## src/tcc_pkg.sv

```systemverilog
package tcc_pkg;
  // register byte addresses (chosen map, one aligned word each)
  localparam logic [7:0] ADDR_CTRL = 8'h00;
  localparam logic [7:0] ADDR_PERIOD = 8'h04;
  localparam logic [7:0] ADDR_CMP2 = 8'h08;
  localparam logic [7:0] ADDR_COUNT = 8'h0c;
  localparam logic [7:0] ADDR_STAT = 8'h10;
  localparam logic [7:0] ADDR_MASK = 8'h14;
  localparam logic [7:0] ADDR_PRESC = 8'h18;
  // control register fields and reset values
  localparam int CTRL_TFF_BIT = 7;
  localparam int CTRL_OPT_BIT = 6;
  localparam int CTRL_START_LSB = 4;
  localparam int CTRL_CLK_LSB = 2;
  localparam int CTRL_MODE_LSB = 0;
  localparam logic [7:0] CTRL_RESET = 8'h00;
  localparam logic [15:0] CMP_RESET = 16'hffff;
  // prescale taps (log2 of divide) for clock-select codes 00, 01, 10
  localparam int TAP0 = 11;
  localparam int TAP1 = 7;
  localparam int TAP2 = 3;
  localparam int PRESC_W = 13;
  // status bits
  localparam int ST_MATCH = 0;
  localparam int ST_STOPPED = 1;
  localparam int ST_CAPTURE = 2;
  // start-control codes and the external clock-select code
  localparam logic [1:0] START_STOP = 2'h0;
  localparam logic [1:0] START_CMD = 2'h1;
  localparam logic [1:0] START_RISE = 2'h2;
  localparam logic [1:0] START_FALL = 2'h3;
  localparam logic [1:0] CLK_EXT = 2'h3;
  typedef enum logic [1:0] {
    TCC_MODE_TIMER, TCC_MODE_WINDOW, TCC_MODE_PULSE, TCC_MODE_PPG
  } tcc_mode_t;
  typedef enum logic [1:0] {TCC_IDLE, TCC_RUN, TCC_HALT} tcc_state_t;
endpackage

```

## src/tcc_dbuf.sv

```systemverilog
`timescale 1ns/10ps
`default_nettype none
// byte-wise staged 16-bit register, activated on a source-clock tick
module tcc_dbuf #(
  parameter logic [15:0] RESET_VAL = 16'hffff
) (
  input wire logic ref_clk,
  input wire logic rst_n,
  input wire logic wr_lo,
  input wire logic wr_hi,
  input wire logic [7:0] wdata_lo,
  input wire logic [7:0] wdata_hi,
  input wire logic tick,
  output logic [15:0] active
);
  typedef struct packed {
    logic [15:0] stage;
    logic pend;
    logic [15:0] act;
  } tcc_dbuf_st_t;
  tcc_dbuf_st_t s_q, s_d;

  // staged value only goes active once the upper byte arrives
  always_comb begin
    s_d = s_q;
    if (wr_lo) begin
      s_d.stage[7:0] = wdata_lo;
    end
    if (s_q.pend && tick) begin
      s_d.act = s_q.stage;
      s_d.pend = 1'b0;
    end
    if (wr_hi) begin
      s_d.stage[15:8] = wdata_hi;
      s_d.pend = 1'b1; // a new upper write re-arms pend; the old stage still transfers on this tick
    end
  end

  always_ff @(posedge ref_clk or negedge rst_n) begin
    if (!rst_n) begin
      s_q <= '{stage: RESET_VAL, pend: 1'b0, act: RESET_VAL};
    end else begin
      s_q <= s_d;
    end
  end

  assign active = s_q.act;

  property p_lo_only_no_change;
    @(posedge ref_clk) disable iff (!rst_n)
    (!s_q.pend && !wr_hi) |=> $stable(active);
  endproperty
  a_lo_only_no_change: assert property (p_lo_only_no_change)
    else $error("active value moved without upper byte write");

  property p_hi_then_tick;
    @(posedge ref_clk) disable iff (!rst_n)
    (s_q.pend && tick && !wr_hi) |=> (active == $past(s_q.stage));
  endproperty
  a_hi_then_tick: assert property (p_hi_then_tick)
    else $error("staged value not taken at source tick");
endmodule
`default_nettype wire

```

## src/tcc_timer.sv

```systemverilog
`timescale 1ns/10ps
`default_nettype none
module tcc_timer #(
  parameter int CNT_W = 16
) (
  input wire logic ref_clk,
  input wire logic rst_n,
  input wire logic psel,
  input wire logic penable,
  input wire logic pwrite,
  input wire logic [7:0] paddr,
  input wire logic [31:0] pwdata,
  input wire logic [3:0] pstrb,
  output logic [31:0] prdata,
  output logic pready,
  output logic pslverr,
  input wire logic counter_pin,
  input wire logic stop_req,
  input wire logic prescale_halve_select,
  output logic timer_out,
  output logic irq
);
  typedef struct packed {
    logic [7:0] ctrl;
    logic [2:0] stat;
    logic [2:0] mask;
    logic [tcc_pkg::PRESC_W-1:0] presc;
    logic pin_d;
    logic [CNT_W-1:0] cnt;
    tcc_pkg::tcc_state_t st;
    logic tff;
    logic [CNT_W-1:0] cap;
    logic cap_vld;
    logic [31:0] rdata;
  } tcc_st_t;
  tcc_st_t s_q, s_d;

  logic wr_en, rd_en, mapped;
  logic [1:0] start_f, clk_f;
  tcc_pkg::tcc_mode_t mode_f;
  logic opt_f, tick, rise, fall, trig, anti, src_tick, match, pin_lvl;
  logic [15:0] period_act, cmp2_act;
  logic wr_per_lo, wr_per_hi, wr_cmp_lo, wr_cmp_hi;
  logic [2:0] ev;

  assign wr_en = psel && penable && pwrite;
  assign rd_en = psel && !pwrite;
  assign pready = 1'b1;
  assign mapped = (paddr <= tcc_pkg::ADDR_PRESC) && (paddr[1:0] == 2'b00);
  assign pslverr = psel && penable && !mapped;
  assign prdata = s_q.rdata;

  // control field decode
  assign start_f = s_q.ctrl[tcc_pkg::CTRL_START_LSB +: 2];
  assign clk_f = s_q.ctrl[tcc_pkg::CTRL_CLK_LSB +: 2];
  assign mode_f = tcc_pkg::tcc_mode_t'(s_q.ctrl[tcc_pkg::CTRL_MODE_LSB +: 2]);
  assign opt_f = s_q.ctrl[tcc_pkg::CTRL_OPT_BIT];

  // pin edges; pin is taken as synchronous
  assign rise = counter_pin && !s_q.pin_d;
  assign fall = !counter_pin && s_q.pin_d;
  assign trig = (start_f == tcc_pkg::START_RISE) ? rise : fall;
  assign anti = (start_f == tcc_pkg::START_RISE) ? fall : rise;
  assign pin_lvl = (start_f == tcc_pkg::START_RISE) ? counter_pin : !counter_pin;

  // prescale tap tick; halve select doubles the divide
  always_comb begin
    logic [3:0] tap;
    tap = 4'h0;
    case (clk_f)
      2'h0: tap = 4'(tcc_pkg::TAP0);
      2'h1: tap = 4'(tcc_pkg::TAP1);
      default: tap = 4'(tcc_pkg::TAP2);
    endcase
    if (prescale_halve_select) begin
      tap = tap + 4'h1;
    end
    tick = (s_q.presc[tap-4'h1 -: 1] == 1'b1) &&
           ((s_q.presc & ((13'h1 << tap) - 13'h1)) == ((13'h1 << tap) - 13'h1));
  end

  // external clock counts selected pin edge; window gates the tick
  always_comb begin
    if (clk_f == tcc_pkg::CLK_EXT) begin
      src_tick = trig;
    end else if (mode_f == tcc_pkg::TCC_MODE_WINDOW) begin
      src_tick = tick && pin_lvl;
    end else begin
      src_tick = tick;
    end
  end

  assign wr_per_lo = wr_en && paddr == tcc_pkg::ADDR_PERIOD && pstrb[0];
  assign wr_per_hi = wr_en && paddr == tcc_pkg::ADDR_PERIOD && pstrb[1];
  // second compare is writable only in pulse-generator mode
  assign wr_cmp_lo = wr_en && paddr == tcc_pkg::ADDR_CMP2 && pstrb[0] &&
                     mode_f == tcc_pkg::TCC_MODE_PPG;
  assign wr_cmp_hi = wr_en && paddr == tcc_pkg::ADDR_CMP2 && pstrb[1] &&
                     mode_f == tcc_pkg::TCC_MODE_PPG;

  tcc_dbuf #(.RESET_VAL(tcc_pkg::CMP_RESET)) u_period (
    .ref_clk(ref_clk),
    .rst_n(rst_n),
    .wr_lo(wr_per_lo),
    .wr_hi(wr_per_hi),
    .wdata_lo(pwdata[7:0]),
    .wdata_hi(pwdata[15:8]),
    .tick(src_tick),
    .active(period_act)
  );
  tcc_dbuf #(.RESET_VAL(tcc_pkg::CMP_RESET)) u_cmp2 (
    .ref_clk(ref_clk),
    .rst_n(rst_n),
    .wr_lo(wr_cmp_lo),
    .wr_hi(wr_cmp_hi),
    .wdata_lo(pwdata[7:0]),
    .wdata_hi(pwdata[15:8]),
    .tick(src_tick),
    .active(cmp2_act)
  );

  assign match = (s_q.cnt == CNT_W'(period_act));

  always_comb begin
    s_d = s_q;
    ev = 3'h0;
    s_d.presc = s_q.presc + 13'h1;
    s_d.pin_d = counter_pin;
    // counter sequencing per mode
    case (s_q.st)
      tcc_pkg::TCC_IDLE: begin
        if (start_f == tcc_pkg::START_CMD) begin
          s_d.st = tcc_pkg::TCC_RUN;
        end else if (start_f != tcc_pkg::START_STOP) begin
          // edge modes wait for trigger; event and window run at once
          if (clk_f == tcc_pkg::CLK_EXT || mode_f == tcc_pkg::TCC_MODE_WINDOW || trig) begin
            s_d.st = tcc_pkg::TCC_RUN;
          end
        end
      end
      tcc_pkg::TCC_RUN: begin
        if (src_tick) begin
          if (match) begin
            s_d.cnt = '0;
            ev[tcc_pkg::ST_MATCH] = 1'b1;
            if (mode_f == tcc_pkg::TCC_MODE_PPG) begin
              s_d.tff = !s_q.tff;
            end
            // trigger timer halts after match, free modes go on
            if (start_f != tcc_pkg::START_CMD && clk_f != tcc_pkg::CLK_EXT &&
                mode_f != tcc_pkg::TCC_MODE_WINDOW) begin
              s_d.st = opt_f && mode_f == tcc_pkg::TCC_MODE_PPG ? tcc_pkg::TCC_HALT
                       : tcc_pkg::TCC_IDLE;
            end
          end else begin
            s_d.cnt = s_q.cnt + CNT_W'(1);
            if (mode_f == tcc_pkg::TCC_MODE_PPG && s_q.cnt == CNT_W'(cmp2_act)) begin
              s_d.tff = !s_q.tff;
            end
          end
          // auto-capture on each source tick in timer and window modes
          if (opt_f && mode_f != tcc_pkg::TCC_MODE_PULSE && mode_f != tcc_pkg::TCC_MODE_PPG) begin
            s_d.cap = s_q.cnt;
            s_d.cap_vld = 1'b1;
            ev[tcc_pkg::ST_CAPTURE] = 1'b1;
          end
        end
        // pulse mode: opposite edge ends the measurement and captures
        if (mode_f == tcc_pkg::TCC_MODE_PULSE && anti) begin
          s_d.cap = s_q.cnt;
          s_d.cap_vld = 1'b1;
          ev[tcc_pkg::ST_CAPTURE] = 1'b1;
          s_d.cnt = '0;
          s_d.st = tcc_pkg::TCC_IDLE;
        end
      end
      tcc_pkg::TCC_HALT: begin
        s_d.cnt = '0; // one-shot done; wait for stop
      end
      default: s_d.st = tcc_pkg::TCC_IDLE;
    endcase
    if (!opt_f) begin
      s_d.cap_vld = 1'b0;
    end
    // register writes
    if (wr_en && paddr == tcc_pkg::ADDR_CTRL && pstrb[0]) begin
      s_d.ctrl = pwdata[7:0];
      // flip-flop initial level loads while stopped
      if (pwdata[tcc_pkg::CTRL_START_LSB +: 2] == tcc_pkg::START_STOP) begin
        s_d.tff = pwdata[tcc_pkg::CTRL_TFF_BIT];
      end
    end
    if (wr_en && paddr == tcc_pkg::ADDR_MASK && pstrb[0]) begin
      s_d.mask = pwdata[2:0];
    end
    if (wr_en && paddr == tcc_pkg::ADDR_STAT && pstrb[0]) begin
      s_d.stat = s_q.stat & ~pwdata[2:0];
    end
    // stop state entry forces a halt
    if (stop_req && start_f != tcc_pkg::START_STOP) begin
      s_d.ctrl[tcc_pkg::CTRL_START_LSB +: 2] = tcc_pkg::START_STOP;
      ev[tcc_pkg::ST_STOPPED] = 1'b1;
    end
    // stop and clear
    if (s_d.ctrl[tcc_pkg::CTRL_START_LSB +: 2] == tcc_pkg::START_STOP) begin
      s_d.cnt = '0;
      s_d.st = tcc_pkg::TCC_IDLE;
    end
    s_d.stat = s_d.stat | ev; // set wins over clear
    // read data captured at setup
    if (rd_en && !penable) begin
      case (paddr)
        tcc_pkg::ADDR_CTRL: s_d.rdata = {24'h0, s_q.ctrl};
        tcc_pkg::ADDR_PERIOD: s_d.rdata = {16'h0, period_act};
        tcc_pkg::ADDR_CMP2: s_d.rdata = (s_q.cap_vld) ? 32'(s_q.cap) : {16'h0, cmp2_act};
        tcc_pkg::ADDR_COUNT: s_d.rdata = 32'(s_q.cnt);
        tcc_pkg::ADDR_STAT: s_d.rdata = {29'h0, s_q.stat};
        tcc_pkg::ADDR_MASK: s_d.rdata = {29'h0, s_q.mask};
        default: s_d.rdata = 32'h0;
      endcase
    end
  end

  always_ff @(posedge ref_clk or negedge rst_n) begin
    if (!rst_n) begin
      s_q <= '{ctrl: tcc_pkg::CTRL_RESET, stat: 3'h0, mask: 3'h0, presc: '0, pin_d: 1'b0,
               cnt: '0, st: tcc_pkg::TCC_IDLE, tff: 1'b0, cap: '0, cap_vld: 1'b0,
               rdata: 32'h0};
    end else begin
      s_q <= s_d;
    end
  end

  assign timer_out = s_q.tff;
  assign irq = |(s_q.stat & s_q.mask);

  property p_stop_clears;
    @(posedge ref_clk) disable iff (!rst_n)
    (start_f == tcc_pkg::START_STOP) |=> (s_q.cnt == '0 || start_f != tcc_pkg::START_STOP);
  endproperty
  a_stop_clears: assert property (p_stop_clears)
    else $error("counter not cleared while stopped");

  property p_cmd_runs;
    @(posedge ref_clk) disable iff (!rst_n)
    (s_q.st == tcc_pkg::TCC_IDLE && start_f == tcc_pkg::START_CMD && !stop_req &&
     !(wr_en && paddr == tcc_pkg::ADDR_CTRL)) |=> (s_q.st == tcc_pkg::TCC_RUN);
  endproperty
  a_cmd_runs: assert property (p_cmd_runs)
    else $error("command start did not run");

  property p_rise_trigger;
    @(posedge ref_clk) disable iff (!rst_n)
    (s_q.st == tcc_pkg::TCC_IDLE && start_f == tcc_pkg::START_RISE && rise && !stop_req &&
     !wr_en) |=> (s_q.st == tcc_pkg::TCC_RUN);
  endproperty
  a_rise_trigger: assert property (p_rise_trigger)
    else $error("rising trigger missed");

  property p_neg_window;
    @(posedge ref_clk) disable iff (!rst_n)
    (s_q.st == tcc_pkg::TCC_RUN && mode_f == tcc_pkg::TCC_MODE_WINDOW &&
     start_f == tcc_pkg::START_FALL && clk_f != tcc_pkg::CLK_EXT && counter_pin) |-> !src_tick;
  endproperty
  a_neg_window: assert property (p_neg_window)
    else $error("negative window counted while pin high");

  property p_ext_clock;
    @(posedge ref_clk) disable iff (!rst_n)
    (clk_f == tcc_pkg::CLK_EXT && !trig) |-> !src_tick;
  endproperty
  a_ext_clock: assert property (p_ext_clock)
    else $error("external source ticked without pin edge");

  property p_stop_req;
    @(posedge ref_clk) disable iff (!rst_n)
    stop_req |=> (start_f == tcc_pkg::START_STOP) && (s_q.cnt == '0);
  endproperty
  a_stop_req: assert property (p_stop_req)
    else $error("stop state entry did not halt timer");

  property p_capture;
    @(posedge ref_clk) disable iff (!rst_n)
    (s_q.st == tcc_pkg::TCC_RUN && src_tick && opt_f && mode_f == tcc_pkg::TCC_MODE_TIMER &&
     !stop_req && !wr_en) |=> (s_q.cap == $past(s_q.cnt)) && s_q.cap_vld;
  endproperty
  a_capture: assert property (p_capture)
    else $error("auto-capture missed a source tick");

  property p_irq;
    @(posedge ref_clk) disable iff (!rst_n)
    (ev[tcc_pkg::ST_MATCH] && s_q.mask[tcc_pkg::ST_MATCH]) |=> irq;
  endproperty
  a_irq: assert property (p_irq)
    else $error("match event did not raise interrupt");
endmodule
`default_nettype wire

```

## config.mk

```make
export PLATFORM = sky130hd
export DESIGN_NAME = tcc_timer
export DESIGN_NICKNAME = d
export VERILOG_FILES = /design/src/tcc_pkg.sv /design/src/tcc_dbuf.sv /design/src/tcc_timer.sv
export SDC_FILE = /design/constraint.sdc
export NUM_CORES = 1
export LEC_CHECK = 0
export ABC_CLOCK_PERIOD_IN_PS = 2800
export BUFFER_PORTS_ARGS = -buffer_cell sky130_fd_sc_hd__buf_4
export CAP_MARGIN = 20
export CELL_PAD_IN_SITES_DETAIL_PLACEMENT = 0
export CELL_PAD_IN_SITES_GLOBAL_PLACEMENT = 1
export CORE_MARGIN = 1
export CORE_UTILIZATION = 42
export CTS_CLUSTER_SIZE = 16
export DETAILED_ROUTE_END_ITERATION = 8
export GPL_TIMING_DRIVEN = 1
export PLACE_DENSITY = 0.88
export SYNTH_ARGS = -nofsm -noshare
export SYNTH_HDL_FRONTEND = slang
export SYNTH_SLANG_ARGS = --single-unit
export TNS_END_PERCENT = 30
```

## constraint.sdc

```tcl
create_clock -name ref_clk -period 2.8 [get_ports ref_clk]
set_input_delay 0.56 -clock ref_clk [delete_from_list [all_inputs] [get_ports ref_clk]]
set_output_delay 0.56 -clock ref_clk [all_outputs]
set_load 0.1 [all_outputs]
```

# Yosys cells after proc, flatten, opt, wreduce, memory -nomap -nowiden
# Index checks and enable logic that the tools add are counted.
[classes] n_addsub=5 n_mul=0 n_div=0 order_cmp=1 n_eq_ne=31 n_shift=2 muxes=45 bitwise_logic=5 n_reduce_logical=59
[op_table] cell="16-bit case mux with 6 select lines" n=1
[op_table] cell="17-bit two-way mux" n=4
[op_table] cell="18-bit two-way mux" n=3
[op_table] cell="36-bit two-way mux" n=1
[op_table] cell="1-bit logical AND" n=34
[op_table] cell="16-bit equality test" n=2
[op_table] cell="16-bit two-way mux" n=2
[op_table] cell="16-bit case mux with 2 select lines" n=1
[op_table] cell="1-bit two-way mux" n=21
[op_table] cell="16-bit by 1-bit adder with 16-bit output, second input constant" n=1
[op_table] cell="8-bit by 4-bit equality test with 1-bit output, second input constant" n=2
[op_table] cell="8-bit by 5-bit equality test with 1-bit output, second input constant" n=2
[op_table] cell="4-bit != test, second input constant" n=4
[op_table] cell="2-bit two-way mux" n=7
[op_table] cell="13-bit by 1-bit adder with 13-bit output, second input constant" n=1
[op_table] cell="13-bit bitwise AND" n=1
[op_table] cell="13-bit equality test" n=1
[op_table] cell="13-bit by 5-bit indexed part select with 1-bit output" n=1
[op_table] cell="1-bit by 4-bit left shift with 13-bit output, first input constant" n=1
[op_table] cell="13-bit by 1-bit subtractor with 13-bit output, second input constant" n=1
[op_table] cell="2-bit equality test, second input constant" n=5
[op_table] cell="2-bit logical NOT" n=5
[op_table] cell="2-bit nonzero test" n=5
[op_table] cell="2-bit by 1-bit equality test with 1-bit output, second input constant" n=4
[op_table] cell="other kinds (24)" n=38
[totals] regBits=162 latchBits=0 mem_bits_rw=0 romBits=0 output_inout_bits=36 word_cells=168 mem_count=0

# Longest topological paths before layout
# Gate-level depths: netlist (run 1).
[depth] word_depth=17 depth_mapped=12 mapped_depth_nobuf=10

# Cells and area by module
# A second synthesis (run 1) with hierarchy kept.
[hier_totals] hier_cells=742 area_unflattened_um2=8234.1
[by_module_without_submodules] module="tcc_timer" instances=1 cells_per_inst=568 area_each_um2=5358.9
[by_module_without_submodules] module="tcc_dbuf" instances=2 cells_per_inst=87 area_each_um2=1437.6

# Worst setup path after synthesis (run 1)
# Ideal clock, no wire load.
[synth_timing] path_kind="input to output" startpoint="input paddr[2]" endpoint="output pslverr" arrival_time_ns=2.853 required_ns=2.240 path_slack_ns=-0.613 stages=5 cell_sequence="buf_2 clkbuf_1 clkbuf_1 o21bai_1 a21oi_1"
[synth_between] elab_chain_cells=4
[synth_rtl] element="start: declaration" line_no="tcc_timer.sv:11" source="input wire logic [7:0] paddr,"
[synth_rtl] element="8-bit by 5-bit <= comparator with 1-bit output" line_no="tcc_timer.sv:49" source="assign mapped = (paddr <= tcc_pkg::ADDR_PRESC) && (paddr[1:0] == 2'b00);"
[synth_rtl] element="1-bit logical AND" line_no="tcc_timer.sv:49"
[synth_rtl] element="1-bit logical NOT" line_no="tcc_timer.sv:50" source="assign pslverr = psel && penable && !mapped;"
[synth_rtl] element="1-bit logical AND" line_no="tcc_timer.sv:50"
[synth_rtl] element="end: declaration" line_no="tcc_timer.sv:16" source="output logic pslverr,"
# No other way between the ends.

# Worst setup path in the final report (run 1)
[layout_timing] startpoint="register s_q (netlist bit clk_f[0])" endpoint="register s_q[57] (netlist bit)"
[layout_between] elab_chain_cells=14
[layout_rtl] element="start: declaration" line_no="tcc_timer.sv:36" source="tcc_st_t s_q, s_d;"
[layout_rtl] element="start signal: assignment" line_no="tcc_timer.sv:226" source="s_q <= '{ctrl: tcc_pkg::CTRL_RESET, stat: 3'h0, mask: 3'h0, presc: '0, pin_d: 1'b0,"
[layout_rtl] element="2-bit by 1-bit equality test with 1-bit output / 2-bit logical NOT (equally long branches)" line_no="tcc_timer.sv:70" source="case (clk_f)"
[layout_rtl] element="4-bit case mux with 2 select lines" line_no="tcc_timer.sv:70"
[layout_rtl] element="4-bit by 1-bit adder with 4-bit output" line_no="tcc_timer.sv:76" source="tap = tap + 4'h1;"
[layout_rtl] element="4-bit two-way mux" line_no="tcc_timer.sv:75" source="if (prescale_halve_select) begin"
[layout_rtl] element="1-bit by 4-bit left shift with 13-bit output" line_no="tcc_timer.sv:79" source="((s_q.presc & ((13'h1 << tap) - 13'h1)) == ((13'h1 << tap) - 13'h1));"
[layout_rtl] element="13-bit by 1-bit subtractor with 13-bit output" line_no="tcc_timer.sv:79"
[layout_rtl] element="13-bit bitwise AND" line_no="tcc_timer.sv:79"
[layout_rtl] element="13-bit equality test" line_no="tcc_timer.sv:79"
[layout_rtl] element="1-bit logical AND" line_no="tcc_timer.sv:78" source="tick = (s_q.presc[tap-4'h1 -: 1] == 1'b1) &&"
[layout_rtl] element="1-bit logical AND" line_no="tcc_timer.sv:87" source="src_tick = tick && pin_lvl;"
[layout_rtl] element="1-bit two-way mux" line_no="tcc_timer.sv:86" source="end else if (mode_f == tcc_pkg::TCC_MODE_WINDOW) begin"
[layout_rtl] element="1-bit two-way mux *" line_no="tcc_timer.sv:84" source="if (clk_f == tcc_pkg::CLK_EXT) begin"
[layout_rtl] element="4-bit by 3-bit != test with 1-bit output (no source line) *"
[layout_rtl] element="2-bit AND reduction (no source line) *"
# Mark *: on every way between the ends. The rest lies on a longest branch, timed or not.
# A chain may end at the register's enable or synchronous reset.

==> run_results.csv, run 1 <==
group,metric,value,unit
synthesis,yosysSeqAreaShare,46.81,%
drt,route.antenna.remaining_nets,0,
timing,hold_slack,0.07252,ns
layout,diodes,0,
timing,finalMaxSlewViolations,0,
cts,clk_latency,0.43,ns
layout,nNetsFinal,866,
pwr,vdd_drop_max,0.5020,mV
min_path,min_path_type,"in -> async",
drt,drt_iter0_drc,509,
synthesis,synth_cell_types,75,
global_route,grt_first_pass_wirelength,31.26,mm
layout,stdcell_count,1056,
critical_path,worstPathArrival,3.02,ns
global_route,grtUsageMet2,32.21,%
drt,totalWireLength,19.20,mm
synthesis,syn-instance-count,734,
drt,vias_per_cell,5.438,
cts,cts_root_buffer,"clkbuf_16",
place,place_area,8831,sq um
die,core_area,18640,sq um
timing,skew,0.01371,ns
critical_path,crit_fanout,14,
timing,min_period,2.716,ns
cts,cts_tree,"yes",
place,gp_congestion,0.8398,
critical_path,crit_start,"clk_f[0]$_DFFE_PN0P_",
timing,tightest_slew,0.6704,ns
layout,final_area,9522,sq um
die,dieArea,19550,sq um
die,die_w,139.8,um
global_route,busiest_layer,"met2",
cts,clock_path_buffers,2,
critical_path,cp-start-kind,"register",
die,io_pins,88,
global_route,grt.met3_usage,5.093,%
global_route,grt_max_degree,53,
synthesis,ys_warn_count,0,
drt,drc,0,
layout,fillCellCount,1646,
global_route,grtUsageMet1,28.75,%
global_route,first_global_vias,5752,
place,dpl.hpwl,13.88,mm
timing,finalCritPeriodShare,97.00,%
synthesis,synth_area,7976,sq um
timing,fmax,368.2,MHz
critical_path,critPathRequiredTime,3.10,ns
place,dp.cells,1021,
synthesis,postSynth.asyncResetShare,100.0,%
global_route,grt_remaining_overflow,0,
critical_path,worst_setup_path_end_kind,"register",
place,portBuffers,52,
drt,wl_per_cell,18.19,um
synthesis,synthTopCellsByArea,"dfrtp_1, dfstp_2, mux2_2, mux2_4, nand2_1",
cts,holdBufCountCts,0,
synthesis,yosysTopAreaCell,"dfrtp_1",
pwr,p_leak,4.426,nW
synthesis,synth_area_per_cell,10.87,sq um
synthesis,synth_edf_count,0,
cts,numClockSinks,146,
drt,firstDrtPassIters,6,
timing,slew_headroom,55.20,%
critical_path,timing.rr.start,"clk_f[0]$_DFFE_PN0P_",
cts,h-tree-depth,4,
status,status,"completed",
flow_run,drv_cap,0,
cts,clk_pin_slew_worst_paths,0.06,ns
timing,hold_violations,0,
global_route,grtUsageTotal,20.80,%
drt,vias,5743,
cts,numCtsBuffers,17,
synthesis,synthFlopType,"dfrtp_1",
critical_path,crit_type,"reg -> reg",
die,std_cell_rows,50,
layout,area_growth,19.37,%
pwr,pwr_density_cell,499.4,nW/um^2
layout,drive_above_1_share,38.81,%
timing,setup_violations,0,
die,start_util,42.79,%
global_route,antenna_found_initial,0,
synthesis,synth_top_area_share,25.73,%
synthesis,ys_ff_latch,146,
die,die_y,139.8,um
metal layers:
metal | vias up | routed length, um
met5 | - | 0
met4 | 0 | 329
met3 | 21 | 967
met2 | 159 | 9115
met1 | 2855 | 8792
li1 | 2708 | -
where the power goes:
| part | switching, mW | internal (mW) | total, mW |
|---|---|---|---|
| registers | 0.00667 | 2.12 | 2.13 |
| clock network | 0.985 | 1.34 | 2.32 |
| logic | 0.229 | 0.0734 | 0.303 |
| total | 1.22 | 3.53 | 4.75 |
cell usage after synthesis, drive strengths merged (4+ instances only):
cell type,count
nor2b,8
mux2,82
mux2i,21
ha,5
nand2,78
or2,4
nor3,4
dfstp,64
nand3,22
o31ai,4
inv,13
nor4b,4
a221o,10
and3,9
xnor2,18
nor2,46
a22oi,12
a21oi,12
dfrtp,82
and4,5
nand4,11
buf,48
clkbuf,30
or4,5
nand2b,4
a221oi,4
nor4,10
xor2,28
o21ai,49
logic make-up after synthesis:
family,after synthesis,share of synthesized area [%]
flip-flops,146,46.81
other,2,0.09415
multiplexers,103,15.53
AO/OA/AOI/OAI,118,10.27
adder cells (fa/ha/maj),5,0.7843
XOR/XNOR,46,5.051
buffers and inverters,91,6.557
AND/OR/NAND/NOR,223,14.90
placed cells by master (no fill, tap or decap), types with 3 or more instances in the layout:
cell,instances
a21oi_1,10
a221o_1,10
a221oi_1,4
a22oi_1,11
a311oi_1,3
a32oi_1,3
and2_1,3
and3_1,9
and4_1,5
buf_12,9
buf_4,105
buf_6,4
clkbuf_16,17
clkinvlp_4,3
conb_1,18
dfrtp_1,82
dfstp_2,64
ha_1,4
inv_1,12
inv_6,6
mux2_1,7
mux2_2,47
mux2_4,28
mux2i_1,20
nand2_1,75
nand2_4,3
nand2b_1,4
nand3_1,22
nand4_1,10
nor2_1,44
nor2b_1,6
nor3_1,3
nor3b_1,3
nor4_1,6
nor4_2,3
o21ai_0,49
o31ai_1,3
or4_1,4
xnor2_1,18
xor2_1,28
cell type report:
| cell class | count | area [sq um] | share of cell area, % |
|---|---|---|---|
| multi-input cells | 513 | 3837 | 40.30 |
| flip-flops and latches | 146 | 3734 | 39.21 |
| repair buffers | 118 | 1013 | 10.64 |
| clock buffers | 17 | 425.4 | 4.468 |
| well taps | 234 | 292.8 | 3.075 |
| clock inverters | 15 | 170.2 | 1.787 |
| inverters | 13 | 48.80 | 0.5125 |
through the flow:
stage	power [mW]	util, %	worst slack (ns)	setup TNS [ns]
finish	4.755	51.07	0.08396	0
global route	4.907	51.07	-0.01636	-0.05538
CTS	4.790	50.70	-0.02672	-0.02672
detailed placement	2.469	47.37	-0.3983	-12.13
global placement	2.465	47.37	-0.3731	-10.54
floorplan	2.362	-	0.04020	0
repair_timing:
item	4_1_cts	5_1_grt
endpoints found under the setup margin	33	46
endpoints found under the hold margin	0	0
pin swaps	1	4
setup buffers	1	2
resized for setup	1	8
state kept, by name (all words and copies together) (netlist names):
| signal | count |
|---|---|
| u_period.active | 16 |
| mode_f | 2 |
| prdata | 16 |
| u_cmp2.s_q | 17 |
| opt_f | 1 |
| u_cmp2.active | 16 |
| timer_out | 1 |
| s_q | 58 |
| clk_f | 2 |
| u_period.s_q | 17 |
worst paths after layout:
path | cells after the start | endpoint | slack, ns
max | 11 | s_q[57]$_DFFE_PN0P_ | 0.08
max in group asynchronous | 2 | u_cmp2.s_q[32]$_DFFE_PN1P_ | 1.97
min in group ref_clk | 1 | s_q[68]$_DFF_PN0_ | 0.27
min | 1 | s_q[61]$_DFFE_PN0P_ | 0.07
min reg2reg | 2 | u_period.s_q[18]$_DFFE_PN1P_ | 0.48
max reg2reg | 11 | s_q[57]$_DFFE_PN0P_ | 0.08
worst max-delay path, cell delays in order (launching register included):
cell	delay, ns
dfrtp_1	0.42
and2b_4	0.19
and2_1	0.17
ha_4	0.27
or2_4	0.10
mux2i_2	0.06
a22oi_2	0.18
nand4_2	0.18
o31ai_2	0.40
nor3_4	0.09
buf_12	0.16
a221o_1	0.35
Power figures use the tool's default switching activity.
==> run 2: changes to the inputs <==
- ABC_AREA: default -> 1
- ABC_CLOCK_PERIOD_IN_PS: 2800 -> 2300
- CORE_UTILIZATION: 42 -> 40
- PLACE_DENSITY: 0.88 -> 0.89
- clock period: 2.8 -> 2.3 ns (I/O delays scaled with it)
==> run_results.csv, run 2 <==
group,metric,value,unit
synthesis,syn-instance-count,989,
cts,cts_root_buffer,"clkbuf_16",
timing,slew_headroom,43.89,%
timing,finalCritPeriodShare,97.80,%
pwr,p_leak,4.522,nW
critical_path,cpMostUsedCell,"nand2_1",
timing,hold_slack,0.1513,ns
cts,clk_pin_slew_worst_paths,0.06,ns
layout,drive_above_1_share,24.40,%
synthesis,yosysSeqAreaShare,46.90,%
critical_path,path_delay_family,"simple AND/OR/NAND/NOR gates",
pwr,pwr_density_cell,614.8,nW/um^2
drt,totalWireLength,20.63,mm
synthesis,synth_top_area_share,25.78,%
die,io_pins,88,
global_route,grt_remaining_overflow,0,
synthesis,ys_ff_latch,146,
drt,firstDrtPassIters,5,
synthesis,ys_warn_count,0,
synthesis,synthFlopType,"dfrtp_1",
layout,final_common_cell,"nand2_1",
drt,drt_iter0_drc,537,
synthesis,ys_top_cells_by_count,"nand2_1, inv_1, o21ai_0",
critical_path,crit_type,"reg -> reg",
timing,tightest_slew,0.8407,ns
synthesis,synth_edf_count,0,
layout,area_growth,20.62,%
synthesis,synth_area,7960,sq um
cts,h-tree-depth,4,
layout,top_regs,"s_q x58, u_cmp2.s_q x17, u_period.s_q x17",
cts,clock_path_buffers,2,
layout,top_register,"s_q",
cts,numClockSinks,146,
pwr,power.total,5.903,mW
drt,vias,6618,
synthesis,postSynth.asyncResetShare,100.0,%
global_route,grt.met3_usage,4.963,%
synthesis,synth_cell_types,46,
place,gp_congestion,0.9113,
synthesis,synth_area_per_cell,8.049,sq um
synthesis,yosysMostFrequentCell,"nand2_1",
layout,largest_register_ffs,58,
critical_path,critical_path.cell_chain,"buf_4 > a21oi_4 > ha_4 > nand2_1 > nand2_1 > nor2_1 > nand2_1 > nor2_2 > nand2_4 > nand2_8 > clkinvlp_4 > o31ai_1",
critical_path,worstPathArrival,2.57,ns
global_route,grtUsageTotal,21.12,%
global_route,grt_max_degree,46,
status,status,"completed",
drt,vias_per_cell,4.913,
global_route,grtUsageMet2,32.17,%
timing,fmax,444.5,MHz
timing,skew,0.01074,ns
global_route,first_global_vias,6159,
die,std_cell_rows,51,
synthesis,synthTopCellsByArea,"dfrtp_1, dfstp_2, nand2_1, o21ai_0, inv_1",
timing,final.setup.tns,0,ns
place,dpl.hpwl,15.05,mm
layout,layout_common_cells,"nand2_1, inv_1, buf_4",
layout,diodes,0,
flow_run,drv_cap,0,
cts,numCtsBuffers,17,
layout,final_util,49.33,%
timing,min_period,2.249,ns
die,die_w,143.1,um
die,start_util,40.90,%
die,die_y,143.1,um
die,core_area,19460,sq um
timing,finalMaxSlewViolations,0,
die,dieArea,20470,sq um
global_route,grtUsageMet1,29.72,%
drt,wl_per_cell,15.31,um
critical_path,max_stage_delay,0.43,ns
timing,setup_violations,0,
critical_path,crit_fanout,8,
cts,clk_latency,0.44,ns
place,portBuffers,52,
critical_path,critPathRequiredTime,2.62,ns
synthesis,yosysTopAreaCell,"dfrtp_1",
critical_path,crit_buf_inv,2,
global_route,grt_first_pass_wirelength,32.66,mm
cts,cts_tree,"yes",
drt,route.antenna.remaining_nets,0,
critical_path,cp-start-kind,"register",
timing,hold_violations,0,
min_path,min_path_type,"in -> reg",
drt,drc,0,
global_route,busiest_layer,"met2",
timing,rsz0062_at_grt,"yes",
critical_path,worst_setup_path_end_kind,"register",
layout,nNetsFinal,1126,
critical_path,critPathSlowestCell,"dfrtp_2",
pwr,vdd_drop_max,0.5024,mV
global_route,antenna_found_initial,0,
run 2: changes by cell type after synthesis, moves of 15 or more:
| cell | change |
|---|---|
| clkbuf_1 | -15 |
| inv_1 | +91 |
| mux2_2 | -47 |
| mux2_4 | -28 |
| mux2i_1 | -21 |
| nand2_1 | +199 |
| nand3_1 | +33 |
| o21ai_0 | +47 |
| o21ai_1 | +24 |
run 2: layout make-up:
| class | count | area [sq um] |
|---|---|---|
| multi-input cells | 678 | 3487 |
| well taps | 265 | 331.6 |
| flip-flops and latches | 146 | 3737 |
| repair buffers | 116 | 1021 |
| clock inverters | 15 | 178.9 |
| inverters | 110 | 420.4 |
| fillers | 1819 | 9861 |
| clock buffers | 17 | 425.4 |
run 2: cells by family (layout without fill, tap and decap cells):
family | Yosys count | after routing | synth area share (%)
compound gates | 174 | 174 | 12.23
xor+xnor | 44 | 44 | 4.841
fa+ha+maj | 5 | 5 | 0.7859
buf+inv | 181 | 258 | 10.94
flops | 146 | 146 | 46.90
other cells | 2 | 18 | 0.09435
simple gates | 437 | 437 | 24.21
run 2: timing repair:
action / 4_1_cts / 5_1_grt
cloned: 0 / 3
resized for setup: 1 / 22
endpoints found under the hold margin: 36 / 0
hold buffers: 1 / 0
pin swaps: 0 / 8
setup buffers: 0 / 6
endpoints found under the setup margin: 1 / 69
run 2: path summary, 6_finish.rpt:
check | end | cells after the start | slack, ns | from
setup / recovery | s_q[85]$_DFF_PN0_ | 12 | 0.05 | clk_f[1]$_DFFE_PN0P_
hold / removal | s_q[68]$_DFF_PN0_ | 1 | 0.15 | counter_pin
setup reg to reg | s_q[85]$_DFF_PN0_ | 12 | 0.05 | clk_f[1]$_DFFE_PN0P_
hold reg to reg | u_period.active[11]$_DFFE_PN1P_ | 2 | 0.46 | u_period.s_q[28]$_DFFE_PN1P_
max in group asynchronous | u_period.active[6]$_DFFE_PN1P_ | 3 | 1.08 | rst_n
min in group asynchronous | s_q[45]$_DFFE_PN0P_ | 2 | 0.54 | rst_n
run 2: metrics by stage:
| step | worst slack [ns] | instances | cell area (sq um) |
|---|---|---|---|
| 2_1_floorplan | -0.08519 | 1005 | 8026 |
| 3_3_place_gp | -0.04541 | 1305 | 8801 |
| 3_5_place_dp | -0.04786 | 1305 | 8801 |
| 4_1_cts | 0.05470 | 1338 | 9417 |
| 5_1_grt | -0.09035 | 1347 | 9602 |
| 6_report | 0.05050 | 1347 | 9602 |
run 2: worst reg2reg max path: stages, from the launching register on:
cell	delay, ns
dfrtp_2	0.43
buf_4	0.16
a21oi_4	0.16
ha_4	0.22
nand2_1	0.06
nand2_1	0.05
nor2_1	0.08
nand2_1	0.06
nor2_2	0.14
nand2_4	0.11
nand2_8	0.15
clkinvlp_4	0.21
o31ai_1	0.30
run 2: power by group:
group / switching, mW / internal [mW] / total (mW) / leakage (nW)
Combinational: 0.332 / 0.109 / 0.441 / 2.45
Sequential: 0.00840 / 2.59 / 2.60 / 1.78
Clock: 1.15 / 1.71 / 2.86 / 0.290
run 2: layer usage:
metal	wire length (um)	share of wire, %	vias up
met3	1028	5.0	21
met2	9371	45	191
li1	-	-	3294
met5	0	0	-
met4	276	1.3	0
met1	9951	48	3112
==> run 3: changes to the inputs <==
- CORE_ASPECT_RATIO: default -> 0.8
==> run_results.csv, run 3 (same netlist as run 2, synthesis figures left out) <==
group,metric,value,unit
layout,top_regs,"s_q x58, u_cmp2.s_q x17, u_period.s_q x17",
global_route,first_global_vias,6121,
die,start_util,41.34,%
drt,totalWireLength,20.76,mm
timing,skew,0.007753,ns
timing,tightest_slew,0.8194,ns
pwr,pwr_density_cell,608.8,nW/um^2
critical_path,crit_fanout,6,
layout,final_common_cell,"nand2_1",
layout,stdcell_count,1335,
place,place_area,8727,sq um
layout,fillCellCount,1843,
drt,wl_per_cell,15.55,um
drt,drt_iter0_drc,607,
critical_path,worst_setup_path_end_kind,"register",
timing,rsz0062_at_grt,"yes",
drt,firstDrtPassIters,5,
cts,numCtsBuffers,17,
layout,nNetsFinal,1121,
drt,vias_per_cell,4.993,
timing,finalMaxSlewViolations,0,
global_route,antenna_found_initial,0,
drt,vias,6666,
timing,setup_violations,3,
cts,numClockSinks,146,
die,die_y,128.2,um
drt,drc,0,
pwr,vdd_drop_max,0.4754,mV
flow_run,drv_cap,0,
cts,cts_tree,"yes",
cts,cts_root_buffer,"clkbuf_16",
place,portBuffers,52,
layout,final_area,9590,sq um
timing,min_period,2.314,ns
timing,hold_slack,0.1742,ns
status,violations,"negative setup slack",
status,status,"finished, violations left",
layout,area_growth,20.48,%
place,dp.cells,1291,
layout,register_area,3736,sq um
place,dpl.hpwl,15.18,mm
min_path,min_path_type,"in -> reg",
critical_path,crit_type,"reg -> reg",
place,gp_congestion,0.9589,
timing,hold_violations,0,
layout,diodes,0,
critical_path,worstPathArrival,2.67,ns
pwr,p_leak,4.515,nW
die,dieArea,20470,sq um
cts,clk_latency,0.43,ns
layout,multiInputGateArea,3516,sq um
die,die_w,159.7,um
cts,clock_path_buffers,2,
cts,clk_pin_slew_worst_paths,0.06,ns
timing,layout_setup_ws,-0.01365,ns
global_route,grt_first_pass_wirelength,33.25,mm
layout,largest_register_ffs,58,
global_route,grtUsageTotal,21.08,%
critical_path,cp-start-kind,"register",
die,core_area,19260,sq um
global_route,grt_max_degree,54,
drt,route.antenna.remaining_nets,0,
timing,slew_headroom,45.32,%
timing,fmax,432.2,MHz
layout,drive_above_1_share,24.88,%
die,std_cell_rows,45,
layout,layout_common_cells,"nand2_1, inv_1, buf_4",
layout,final_util,49.81,%
global_route,grt_remaining_overflow,0,
layout,top_register,"s_q",
critical_path,critPathRequiredTime,2.66,ns
timing,finalCritPeriodShare,100.6,%
die,io_pins,88,
cts,h-tree-depth,4,
-- run 3: cell types whose count changed in the layout (fill, tap and decap cells not counted), sizes merged --
cell	delta
inv	+3
clkinvlp	-1
buf	-5
clkinv	-1
bufinv	-1
-- run 3: final timing paths --
kind / cells past startpoint / slack, ns / end / startpoint
worst max-delay path: 16 / -0.01 / s_q[52]$_DFFE_PN0P_ / clk_f[1]$_DFFE_PN0P_
worst min-delay path: 1 / 0.17 / s_q[68]$_DFF_PN0_ / counter_pin
worst max register to register: 16 / -0.01 / s_q[52]$_DFFE_PN0P_ / clk_f[1]$_DFFE_PN0P_
worst min register to register: 2 / 0.46 / u_period.active[9]$_DFFE_PN1P_ / u_period.s_q[26]$_DFFE_PN1P_
max in group asynchronous: 3 / 1.08 / u_cmp2.active[8]$_DFFE_PN1P_ / rst_n
min in group asynchronous: 2 / 0.54 / clk_f[1]$_DFFE_PN0P_ / rst_n
-- run 3: power by group --
group	internal, mW	switching [mW]
registers	2.59	0.00917
clock network	1.63	1.18
logic	0.104	0.328
total	4.32	1.52
-- run 3: metal layers --
| metal | up-vias | share of wire, % | wire length (um) | global-route usage [%] |
|---|---|---|---|---|
| met3 | 24 | 8.1 | 1690 | 5.176 |
| met5 | - | 0 | 0 | 0 |
| met2 | 242 | 41 | 8470 | 28.56 |
| met1 | 3123 | 50 | 10290 | 32.22 |
| li1 | 3277 | - | - | - |
| met4 | 0 | 1.5 | 301 | 6.957 |
-- run 3: layout make-up --
type / instances / share of cell area, %
sequential: 146 / 38.96
inverter: 110 / 4.462
clock buffer: 17 / 4.436
tap: 258 / 3.366
timing repair buffer: 111 / 10.35
clock inverter: 15 / 1.774
multi-input combinational: 678 / 36.66
-- run 3: worst max-delay path, cell delays in order (launching register included) --
cell	delay (ns)
dfrtp_2	0.46
inv_2	0.07
nand2_4	0.10
nand3_4	0.08
ha_4	0.27
o21ai_2	0.04
nor2_1	0.11
nand2_1	0.06
nor2_1	0.09
nand2_1	0.06
nor2_2	0.12
nand2_4	0.09
nand2_8	0.12
clkinvlp_4	0.21
nor2_2	0.15
nand4_1	0.09
nand2_1	0.10
-- run 3: through the flow --
stage	power (mW)	worst slack, ns	TNS, ns
floorplan	2.916	-0.08519	-0.08519
global placement	3.061	-0.02571	-0.04277
detailed placement	3.063	-0.03915	-0.06893
CTS	5.889	0.01860	0
global route	6.049	-0.1714	-5.185
finish	5.839	-0.01365	-0.02336
-- run 3: timing repair --
| item | in CTS | in global routing |
|---|---|---|
| endpoints found under the hold margin | 34 | 0 |
| hold buffers | 1 | 0 |
| endpoints found under the setup margin | 8 | 70 |
| gates resized for setup | 1 | 42 |
| pin swaps | 0 | 18 |
| gates cloned | 0 | 2 |
| buffers inserted | 0 | 9 |
